`config.mk`:
```
export PLATFORM = sky130hd
export DESIGN_NAME = tcc_top
export DESIGN_NICKNAME = d
export VERILOG_FILES = /design/src/inc/tcc_pkg.sv /design/src/hw/tcc_top.sv /design/src/hw/tcc_pin_sync.sv /design/src/hw/tcc_match.sv
export SDC_FILE = /design/constraint.sdc
export NUM_CORES = 1
export LEC_CHECK = 0
export ABC_AREA = 1
export BUFFER_PORTS_ARGS = -buffer_cell sky130_fd_sc_hd__buf_2
export CAP_MARGIN = 20
export CELL_PAD_IN_SITES_DETAIL_PLACEMENT = 0
export CELL_PAD_IN_SITES_GLOBAL_PLACEMENT = 2
export CORE_UTILIZATION = 29
export DETAILED_ROUTE_END_ITERATION = 12
export GPL_TIMING_DRIVEN = 0
export PLACE_DENSITY = 0.95
export SYNTH_ARGS = -nofsm -noshare
export SYNTH_HDL_FRONTEND = slang
export SYNTH_HIERARCHICAL = 1
export SYNTH_SLANG_ARGS = --single-unit
export TNS_END_PERCENT = 1
```
`constraint.sdc`:
```
create_clock -name pclk -period 3.7 [get_ports pclk]
set_clock_uncertainty 0.2 [all_clocks]
set_input_delay 0.185 -clock pclk [delete_from_list [all_inputs] [get_ports pclk]]
set_output_delay 0.185 -clock pclk [all_outputs]
set_load 0.01 [all_outputs]
```
`src/inc/tcc_pkg.sv`:
```
// constants, field layouts and carriers of the compare/capture channel
// assumes an apb master on pclk and a timebase on the same clock
package tcc_pkg;
    localparam int VALUE_W = 16;
    localparam int ADDR_W = 12;
    localparam int DATA_W = 32;
    localparam logic [11:0] OFF_VALUE = 12'h000;
    localparam logic [11:0] OFF_OUTCTL = 12'h004;
    localparam logic [11:0] OFF_FSEL = 12'h008;
    localparam logic [11:0] OFF_EDGE = 12'h00C;
    localparam logic [1:0] IDX_VALUE = 2'h0;
    localparam logic [1:0] IDX_OUTCTL = 2'h1;
    localparam logic [1:0] IDX_FSEL = 2'h2;
    localparam logic [1:0] IDX_EDGE = 2'h3;
    localparam logic [15:0] VALUE_RST = 16'h0000;
    localparam logic [7:0] OUTCTL_RST = 8'hF8;
    localparam logic [7:0] FSEL_RST = 8'hF2;
    localparam logic [15:0] EDGE_RST = 16'h0000;
    localparam logic [7:0] UPPER_ONES = 8'hF8;
    // function select: bits 7:4 read one, bit 3 reads zero
    localparam logic [7:0] FSEL_FIXED = 8'hF0;
    localparam int OUT_LVL_BIT = 0;
    localparam int NEXT_LVL_BIT = 1;
    localparam int CYC_FLAG_BIT = 2;
    localparam int IMPL_W = 3;
    localparam int FSEL_CAP_BIT = 0;
    localparam int FSEL_SIB_LSB = 1;
    localparam int EDGE_CH_LSB = 12;
    localparam logic [1:0] EDGE_FALL = 2'h0;
    localparam logic [1:0] EDGE_RISE = 2'h1;
    localparam int EDGE_BOTH_BIT = 1;

    typedef struct packed {
        logic psel;
        logic penable;
        logic pwrite;
        logic [11:0] paddr;
        logic [31:0] pwdata;
    } tcc_apb_req_t;

    typedef struct packed {
        logic [15:0] count;
        logic run;
        logic tick;
    } tcc_timebase_t;

    typedef enum logic {TCC_BUS_IDLE, TCC_BUS_ACK} tcc_bus_state_t;
endpackage

```
`src/hw/tcc_top.sv`:
```
// compare/capture channel with its apb register file
// assumes a selected timebase and instruction phase on pclk
//
// The APB slave port and the register offsets were chosen for this implementation.
`timescale 1ns/1ps
module tcc_top #(
    parameter int VALUE_W = tcc_pkg::VALUE_W
) (
    input wire logic pclk,
    input wire logic presetn,
    input wire logic clk_en,
    input tcc_pkg::tcc_apb_req_t apb_req,
    output logic [31:0] prdata,
    output logic pready,
    output logic pslverr,
    input tcc_pkg::tcc_timebase_t timebase,
    input wire logic instruction_start_phase,
    input wire logic channel_pin_in,
    output logic channel_pin_out,
    output logic channel_pin_oe_n,
    output logic rto_irq,
    output logic cap_irq,
    output logic [1:0] sibling_mode,
    output logic [15:0] capture_edge_select
);
    generate
        if (VALUE_W != 16) begin : g_bad_width
            $error("tcc_top supports a 16-bit value only");
        end
    endgenerate

    // decode: bit 2 is the hit, bits 1:0 the register index
    function automatic logic [2:0] tcc_decode(input logic [11:0] a);
        logic [2:0] d;
        d = 3'h0;
        unique case (a)
            tcc_pkg::OFF_VALUE: d = {1'b1, tcc_pkg::IDX_VALUE};
            tcc_pkg::OFF_OUTCTL: d = {1'b1, tcc_pkg::IDX_OUTCTL};
            tcc_pkg::OFF_FSEL: d = {1'b1, tcc_pkg::IDX_FSEL};
            tcc_pkg::OFF_EDGE: d = {1'b1, tcc_pkg::IDX_EDGE};
            default: d = 3'h0;
        endcase
        return d;
    endfunction

    tcc_pkg::tcc_bus_state_t bus_st_r;
    tcc_pkg::tcc_bus_state_t bus_st_nxt;
    logic [31:0] prdata_r;
    logic [31:0] prdata_nxt;
    logic pready_r;
    logic pready_nxt;
    logic pslverr_r;
    logic pslverr_nxt;

    logic [15:0] value_r;
    logic [15:0] value_nxt;
    logic lvl_r;
    logic lvl_nxt;
    logic next_lvl_r;
    logic next_lvl_nxt;
    logic flag_r;
    logic flag_nxt;
    logic [2:0] fsel_r;
    logic [2:0] fsel_nxt;
    logic [15:0] edge_r;
    logic [15:0] edge_nxt;
    logic wrap_seen_r;
    logic wrap_seen_nxt;
    logic rto_pend_r;
    logic rto_pend_nxt;
    logic cap_pend_r;
    logic cap_pend_nxt;
    logic rto_irq_r;
    logic rto_irq_nxt;
    logic cap_irq_r;
    logic cap_irq_nxt;
    logic oe_n_r;
    logic oe_n_nxt;

    logic [2:0] dec;
    logic hit;
    logic access;
    logic wr_take;
    logic [31:0] rd_word;
    logic cap_mode;
    logic match;
    logic fire;
    logic rto_evt;
    logic wrap_evt;
    logic pin_rise;
    logic pin_fall;
    logic [1:0] edge_code;
    logic cap_edge;
    logic cap_evt;

    tcc_match #(
        .WIDTH(VALUE_W)
    ) u_match (
        .count(timebase.count),
        .value(value_r),
        .run(timebase.run),
        .tick(timebase.tick),
        .match(match),
        .fire(fire)
    );

    tcc_pin_sync u_sync (
        .pclk(pclk),
        .presetn(presetn),
        .clk_en(clk_en),
        .pin_in(channel_pin_in),
        .rise(pin_rise),
        .fall(pin_fall)
    );

    assign dec = tcc_decode(apb_req.paddr);
    assign hit = dec[2];
    assign access = apb_req.psel && apb_req.penable;
    // a write lands only on the edge where pready is sampled high
    assign wr_take = (bus_st_r == tcc_pkg::TCC_BUS_ACK) && access &&
                     apb_req.pwrite && hit;

    always_comb begin
        rd_word = 32'h0000_0000;
        unique case (dec[1:0])
            tcc_pkg::IDX_VALUE: rd_word = {16'h0000, value_r};
            tcc_pkg::IDX_OUTCTL: rd_word = {24'h00_0000,
                tcc_pkg::UPPER_ONES | {5'h00, flag_r, next_lvl_r, lvl_r}};
            tcc_pkg::IDX_FSEL: rd_word = {24'h00_0000,
                tcc_pkg::FSEL_FIXED | {5'h00, fsel_r}};
            tcc_pkg::IDX_EDGE: rd_word = {16'h0000, edge_r};
        endcase
    end

    // bus: one wait state, then the answer for one cycle
    always_comb begin
        bus_st_nxt = bus_st_r;
        pready_nxt = 1'b0;
        pslverr_nxt = 1'b0;
        prdata_nxt = prdata_r;
        unique case (bus_st_r)
            tcc_pkg::TCC_BUS_IDLE: begin
                if (access) begin
                    bus_st_nxt = tcc_pkg::TCC_BUS_ACK;
                    pready_nxt = 1'b1;
                    pslverr_nxt = !hit;
                    prdata_nxt = (hit && !apb_req.pwrite) ? rd_word
                                                          : 32'h0000_0000;
                end
            end
            tcc_pkg::TCC_BUS_ACK: begin
                bus_st_nxt = tcc_pkg::TCC_BUS_IDLE;
            end
        endcase
    end

    always_ff @(posedge pclk or negedge presetn) begin
        if (!presetn) begin
            bus_st_r <= tcc_pkg::TCC_BUS_IDLE;
            prdata_r <= 32'h0000_0000;
            pready_r <= 1'b0;
            pslverr_r <= 1'b0;
        end else if (clk_en) begin
            bus_st_r <= bus_st_nxt;
            prdata_r <= prdata_nxt;
            pready_r <= pready_nxt;
            pslverr_r <= pslverr_nxt;
        end
    end

    assign cap_mode = fsel_r[tcc_pkg::FSEL_CAP_BIT];
    assign rto_evt = fire && !cap_mode;
    assign wrap_evt = fire && cap_mode;
    assign edge_code = edge_r[tcc_pkg::EDGE_CH_LSB +: 2];
    assign cap_edge = ((edge_code == tcc_pkg::EDGE_FALL) && pin_fall) ||
                      ((edge_code == tcc_pkg::EDGE_RISE) && pin_rise) ||
                      (edge_code[tcc_pkg::EDGE_BOTH_BIT] &&
                       (pin_rise || pin_fall));
    assign cap_evt = cap_mode && timebase.run && cap_edge;

    // channel: registers, capture, output level and requests
    always_comb begin
        value_nxt = value_r;
        lvl_nxt = lvl_r;
        next_lvl_nxt = next_lvl_r;
        flag_nxt = flag_r;
        fsel_nxt = fsel_r;
        edge_nxt = edge_r;
        wrap_seen_nxt = wrap_seen_r;
        oe_n_nxt = cap_mode;
        if (wr_take) begin
            unique case (dec[1:0])
                tcc_pkg::IDX_VALUE: value_nxt = apb_req.pwdata[15:0];
                tcc_pkg::IDX_OUTCTL: begin
                    lvl_nxt = apb_req.pwdata[tcc_pkg::OUT_LVL_BIT];
                    next_lvl_nxt = apb_req.pwdata[tcc_pkg::NEXT_LVL_BIT];
                    // writing one leaves the flag alone
                    flag_nxt = flag_r &&
                               apb_req.pwdata[tcc_pkg::CYC_FLAG_BIT];
                end
                tcc_pkg::IDX_FSEL: fsel_nxt = apb_req.pwdata[2:0];
                tcc_pkg::IDX_EDGE: edge_nxt = apb_req.pwdata[15:0];
            endcase
        end
        if (rto_evt) begin
            lvl_nxt = next_lvl_r;
        end
        if (!cap_mode) begin
            wrap_seen_nxt = 1'b0;
        end else if (cap_evt) begin
            value_nxt = timebase.count;
            wrap_seen_nxt = 1'b0;
            if (wrap_seen_r || wrap_evt) begin
                flag_nxt = 1'b1;
            end
        end else if (wrap_evt) begin
            // counter came back round to the last capture
            wrap_seen_nxt = 1'b1;
        end
    end

    // requests wait for the start phase; a new event beats the clear
    always_comb begin
        rto_irq_nxt = rto_pend_r && instruction_start_phase;
        cap_irq_nxt = cap_pend_r && instruction_start_phase;
        rto_pend_nxt = (rto_pend_r && !instruction_start_phase) ||
                       rto_evt;
        cap_pend_nxt = (cap_pend_r && !instruction_start_phase) ||
                       cap_evt;
    end

    always_ff @(posedge pclk or negedge presetn) begin
        if (!presetn) begin
            value_r <= tcc_pkg::VALUE_RST;
            lvl_r <= tcc_pkg::OUTCTL_RST[tcc_pkg::OUT_LVL_BIT];
            next_lvl_r <= tcc_pkg::OUTCTL_RST[tcc_pkg::NEXT_LVL_BIT];
            flag_r <= tcc_pkg::OUTCTL_RST[tcc_pkg::CYC_FLAG_BIT];
            fsel_r <= tcc_pkg::FSEL_RST[2:0];
            edge_r <= tcc_pkg::EDGE_RST;
            wrap_seen_r <= 1'b0;
            oe_n_r <= tcc_pkg::FSEL_RST[tcc_pkg::FSEL_CAP_BIT];
            rto_pend_r <= 1'b0;
            cap_pend_r <= 1'b0;
            rto_irq_r <= 1'b0;
            cap_irq_r <= 1'b0;
        end else if (clk_en) begin
            value_r <= value_nxt;
            lvl_r <= lvl_nxt;
            next_lvl_r <= next_lvl_nxt;
            flag_r <= flag_nxt;
            fsel_r <= fsel_nxt;
            edge_r <= edge_nxt;
            wrap_seen_r <= wrap_seen_nxt;
            oe_n_r <= oe_n_nxt;
            rto_pend_r <= rto_pend_nxt;
            cap_pend_r <= cap_pend_nxt;
            rto_irq_r <= rto_irq_nxt;
            cap_irq_r <= cap_irq_nxt;
        end
    end

    assign prdata = prdata_r;
    assign pready = pready_r;
    assign pslverr = pslverr_r;
    assign channel_pin_out = lvl_r;
    assign channel_pin_oe_n = oe_n_r;
    assign rto_irq = rto_irq_r;
    assign cap_irq = cap_irq_r;
    assign sibling_mode = fsel_r[tcc_pkg::FSEL_SIB_LSB +: 2];
    assign capture_edge_select = edge_r;
endmodule

```
`src/hw/tcc_pin_sync.sv`:
```
// two-flop synchroniser for the channel pin with edge pulses
// assumes the pin is asynchronous to pclk
`timescale 1ns/1ps
module tcc_pin_sync (
    input wire logic pclk,
    input wire logic presetn,
    input wire logic clk_en,
    input wire logic pin_in,
    output logic rise,
    output logic fall
);
    logic meta_r;
    logic sync_r;
    logic prev_r;
    logic meta_nxt;
    logic sync_nxt;
    logic prev_nxt;

    always_comb begin
        meta_nxt = pin_in;
        sync_nxt = meta_r;
        prev_nxt = sync_r;
    end

    // reset to high so a high pin at release is not a rising edge
    always_ff @(posedge pclk or negedge presetn) begin
        if (!presetn) begin
            meta_r <= 1'b1;
            sync_r <= 1'b1;
            prev_r <= 1'b1;
        end else if (clk_en) begin
            meta_r <= meta_nxt;
            sync_r <= sync_nxt;
            prev_r <= prev_nxt;
        end
    end

    assign rise = sync_r && !prev_r;
    assign fall = !sync_r && prev_r;
endmodule

```
`src/hw/tcc_match.sv`:
```
// comparator of the value register against the selected counter
// assumes counter, run and tick come from logic on pclk
`timescale 1ns/1ps
module tcc_match #(
    parameter int WIDTH = 16
) (
    input wire logic [WIDTH-1:0] count,
    input wire logic [WIDTH-1:0] value,
    input wire logic run,
    input wire logic tick,
    output logic match,
    output logic fire
);
    generate
        if (WIDTH < 1 || WIDTH > 32) begin : g_bad_width
            $error("tcc_match width out of range");
        end
    endgenerate

    // match stays high while the counter runs and sits on the value
    assign match = run && (count == value);
    // the tick ends the match, so this is the match falling edge
    assign fire = match && tick;
endmodule

```
# Yosys cells after proc, flatten, opt, wreduce, memory -nomap -nowiden
# Index checks and enable logic that the tools add are counted.
# word_totals
mem_bits_rw	0
regBits	82
output_inout_bits	56
word_cells	96
latch_bits	0
mem_count	0
romBits	0
# op_classes
add_sub_neg	0
shift	0
multipliers	0
n_eq_ne	9
n_mux	23
magnitude_cmp	0
n_div	0
bitwise	1
n_reduce_logical	44
# op_table
operator	count
$pmux 32 s4	1
$mux 16	4
$mux 32	1
$eq 12x4->1 const B	2
$logic_and 1x1->1	21
$eq 16x16->1	1
$mux 1	15
$reduce_and 3->1	5
$eq 12x3->1 const B	1
$logic_not 12->1	1
$pmux 3 s4	1
$logic_not 1->1	6
$logic_or 1x1->1	6
$eq 2x1->1 const B	2
$eq 2x2->1 const B	2
$logic_not 2->1	2
$reduce_bool 2->1	2
$ne 3x1->1 const B	1
$pmux 1 s2	1
$reduce_and 2->1	1
$not 1->1	1

# Logic depth before layout (Yosys ltp)
# logic_depth
word_depth	8
depth_mapped	14

# By module
# Netlist, hierarchy kept.
# modules_own_cells
module	area_per_inst_um2	instances	seq_area_each_um2	cells_per_inst
tcc_top	3393.3	1	1552.7	452
tcc_match	340.3	1	0.0	81
tcc_pin_sync	131.4	1	78.8	17

# Least setup slack after synthesis
# No wires, ideal clock.
# synth_path
path_type	register to register
from	register u_sync.sync_r (netlist: u_sync/prev_nxt)
to	register value_r[0]
setup_ps	116
n_path_buf	1
t_required_ps	3384
path_stages_with_launch	11
slack_ps	2043
arrival_time_ps	1341
period_less_slack_ps	1657
path_cell_list	dfstp_2 inv_1 nor2_1 o21ai_0 nand2_1 nand3_1 clkbuf_1 o21ai_0 inv_1 nand2_1 nand2_1
# synth_between
elab_cells_between_ends	12
# synth_rtl
element	line	rtl
start: declaration	tcc_pin_sync.sv:13	logic sync_r;
start signal: assignment	tcc_pin_sync.sv:33	sync_r <= sync_nxt;
$logic_and 1x1->1 *	tcc_pin_sync.sv:38	assign rise = sync_r && !prev_r;
net pin_rise	tcc_top.sv:90	logic pin_rise;
$logic_and 1x1->1 or $logic_or 1x1->1 (tied branches)	tcc_top.sv:176, tcc_top.sv:178	
$logic_or 1x1->1 or $logic_and 1x1->1 (tied branches)	tcc_top.sv:175, tcc_top.sv:177	
$logic_or 1x1->1 *	tcc_top.sv:176	((edge_code == tcc_pkg::EDGE_RISE) && pin_rise) ||
$logic_and 1x1->1 *	tcc_top.sv:179	assign cap_evt = cap_mode && timebase.run && cap_edge;
$mux 16 *	tcc_top.sv:210	end else if (cap_evt) begin
$mux 16 *	tcc_top.sv:208	if (!cap_mode) begin
end signal: assignment	tcc_top.sv:234	value_r <= tcc_pkg::VALUE_RST;
end signal: assignment	tcc_top.sv:247	value_r <= value_nxt;
end: declaration	tcc_top.sv:55	logic [15:0] value_r;
# Mark *: on every way through the listed nets, which the timed path passes. The rest lies on a longest branch.
# A chain may end at the register's enable or synchronous reset.

# Worst setup path after layout
# layout_path
from	input port clk_en
to	register fsel_r[1]
# layout_between
elab_chain_cells	1
# layout_lines
element	line	rtl
start: declaration	tcc_top.sv:11	input wire logic clk_en,
$reduce_and 3->1 (no line)	n/a	
end signal: assignment	tcc_top.sv:238	fsel_r <= tcc_pkg::FSEL_RST[2:0];
end signal: assignment	tcc_top.sv:251	fsel_r <= fsel_nxt;
end: declaration	tcc_top.sv:63	logic [2:0] fsel_r;
# No other way between the ends.

==> results.txt <==
----------------------------------------------------
[Placement]
  HPWL after detailed placement ... 8912 um
  Port Buffers ... 93
  Gpl congestion ... 0.7867

[Floorplan]
  Total Die Area ... 13780 um2
  Vertical die dimension ... 117.4 um
  Ports placed on the boundary ... 126
  Initial Util ... 0.3011
  Placeable Area ... 12820 um2
  Standard-cell row count ... 41
  Die width ... 117.4 um

[Power]
  Power per unit of standard cell area ... 339.8 nW/um2
  Maximum VDD drop ... 0.0002191 V
  Power Total ... 1.750 mW
  Leakage power of the design ... 2.979 nW

[Run]
  Max-cap viol count ... 0

[Setup path]
  Crit Path Class ... in2reg
  Cells along the critical path ... dlygate4sd3_1 > buf_2 > inv_1 > nor2_4 > nand4_2 > nand2_1 > o21ai_1 > dlygate4sd3_1
  Category of the worst setup path launch point ... input pin
  Worst-case reg-to-reg path depth ... 8
  Worst path max stage delay ... 550 ps
  Worst reg-to-reg setup slack ... 1440 ps
  Startpoint of the lowest-slack register-to-register path ... bus_st_r
  Data arrival, critical path ... 2320 ps
  End of the worst register-to-register path ... fsel_r[1]
  CP Data Required Time ... 3760 ps
  Launch point of the critical path ... clk_en
  Setup crit end ... fsel_r[1]
  Critical path's slowest cell ... sky130_fd_sc_hd__dlygate4sd3_1
  Kind of end point of the critical path ... flop
  Crit path top cell by count ... sky130_fd_sc_hd__dlygate4sd3_1
  Worst-path maximum fanout ... 10

[Timing]
  Number of max-slew violations in the final report ... 0
  Min Clock Period, post-route ... 2257 ps
  Final count of hold timing violations ... 0
  Worst slew margin relative to its limit ... 0.4391
  Pin slew with the least headroom to its limit ... 841.4 ps
  RSZ-0062 raised after global routing ... false
  Accumulated negative setup slack ... 0 ps
  Maximum clock frequency ... 0.4431 GHz
  Share of the cycle needed by the critical path after routing ... 0.6099
  Finish-stage setup viols ... 0

[Layout]
  Final #Nets ... 763
  Sequential standard cell area ... 1632 um2
  Antenna cells ... 0
  Fraction of final layout cells sized beyond drive strength 1 ... 0.2407
  Final core utilization ... 0.4015
  Post-synthesis to final-layout area growth ... 33.34%
  Filler instances ... 1356
  Area of the multi-input gates ... 1808 um2

[Clock network]
  Setup fix buffers added after clock tree synthesis ... 0
  Clock insertion delay at the later pin of the skew report ... 340 ps
  Clock root buffer ... sky130_fd_sc_hd__clkbuf_16
  Clock tree from TritonCTS ... yes
  Clock slew seen by the registers of the worst setup and hold paths ... 60 ps
  Number of sinks on the clock net ... 65
  Maximum clock insertion buffer count ... 2
  Cells resized by post-CTS repair ... 0
  Cts-stage hold buffer count ... 25
  Inserted Clock Buffers ... 9
  Number of H-tree branching levels ... 3

[Hold path]
  Worst Hold Depth ... 5
  Type of the worst min-delay path ... in2reg

[Drt]
  Routed wire length ... 11570 um
  Count of unresolved DRC violations after routing ... 0
  DRC marker count from the first detailed-route iteration ... 219
  Number of vias after detailed routing ... 3829
  Detail-routed via count per cell ... 4.401
  Detail-routed net length per standard cell ... 13.30 um
  Iteration count of the initial detailed-routing pass ... 5
  Residual antenna-violating net count after detailed routing ... 0

[Yosys]
  Warnings, synthesis ... 6
  Cells after Synth ... 549
  Area of the mapped netlist ... 3861 um2
  Syn Area/Cell ... 7.033 um2

[GRT]
  Largest net degree at the start of global routing ... 66
  Via count of the first global-routing pass ... 3633
  Initial antenna violation count ... 0
  Aggregate global routing overflow ... 0
  Wire length of the first global-routing pass ... 18880 um
  Total Routing Usage GR ... 0.1759

[Status]
  Outcome ... finished, final reports clean

----------------------------------------------------
[sequential cells by signal, summed over array words and instances, names as in the netlist, 3 cells and up]
name                 flops
fsel_r                   3
value_r                 16
capture_edge_select     16
prdata                  16
[worst max-delay path, delay by kind of cell]
family / cells / cell delay [ps]
AND/OR/NAND/NOR: 3 / 580
buffers and inverters: 4 / 1490
AO/OA/AOI/OAI: 1 / 70
[final cells by class]
| cell class | count | share of cell area |
|---|---|---|
| buffer | 36 | 0.04544 |
| clock buffer | 11 | 0.04714 |
| clock inverter | 5 | 0.01069 |
| inverter | 65 | 0.04739 |
| multi-input combinational | 398 | 0.3512 |
| sequential | 65 | 0.3169 |
| tap | 172 | 0.04180 |
| timing repair buffer | 118 | 0.1395 |
[per-layer routing]
layer | routed length [um] | GRT usage | vias to the layer above
li1 | - | - | 1963
met1 | 5657 | 0.2384 | 1741
met2 | 5194 | 0.2755 | 112
met3 | 522 | 0.03745 | 13
met4 | 194 | 0.06169 | 0
met5 | 0 | 0 | -
[stage by stage]
stage | instances | worst slack [ps] | cell area [um2] | hold slack (ps)
after floorplan | 564 | 2043 | 3918 | -310.6
after global placement | 829 | 1706 | 4598 | 185.0
after detailed placement | 829 | 1689 | 4601 | 145.3
after CTS | 870 | 1465 | 5149 | 2.594
after global routing | 870 | 1315 | 5149 | 19.45
final | 870 | 1443 | 5149 | 4.012
[worst min-delay path by stage]
| stage | start | to | slack, ps |
|---|---|---|---|
| after global routing | timebase[5] | value_r[3] | 20 |
| after global placement | channel_pin_in | u_sync/meta_r | 180 |
| after CTS | timebase[5] | value_r[3] | 3 |
| after detailed placement | presetn | rto_irq | 150 |
| after floorplan | presetn | bus_st_r | -310 |
| final | timebase[13] | value_r[11] | 4 |
[placed cells by master (no fill, tap or decap), types with 7 or more instances in the layout]
cell type and count:
sky130_fd_sc_hd__inv_1 62, sky130_fd_sc_hd__nand2_1 224, sky130_fd_sc_hd__nor2_1 20, sky130_fd_sc_hd__conb_1 16, sky130_fd_sc_hd__nor2_2 7, sky130_fd_sc_hd__buf_2 99
sky130_fd_sc_hd__dlygate4sd3_1 25, sky130_fd_sc_hd__dfrtp_1 61, sky130_fd_sc_hd__nand3_1 50, sky130_fd_sc_hd__clkbuf_16 9, sky130_fd_sc_hd__clkbuf_1 7, sky130_fd_sc_hd__o21ai_0 36
sky130_fd_sc_hd__o21ai_1 14, sky130_fd_sc_hd__buf_4 21
[report_power, final]
| group | leakage, nW | switching (mW) | internal (mW) |
|---|---|---|---|
| Sequential | 0.891 | 0.00761 | 0.722 |
| Combinational | 1.95 | 0.0991 | 0.0712 |
| Clock | 0.142 | 0.312 | 0.537 |
| Total | 2.98 | 0.419 | 1.33 |
(Power assumes the default switching activity.)
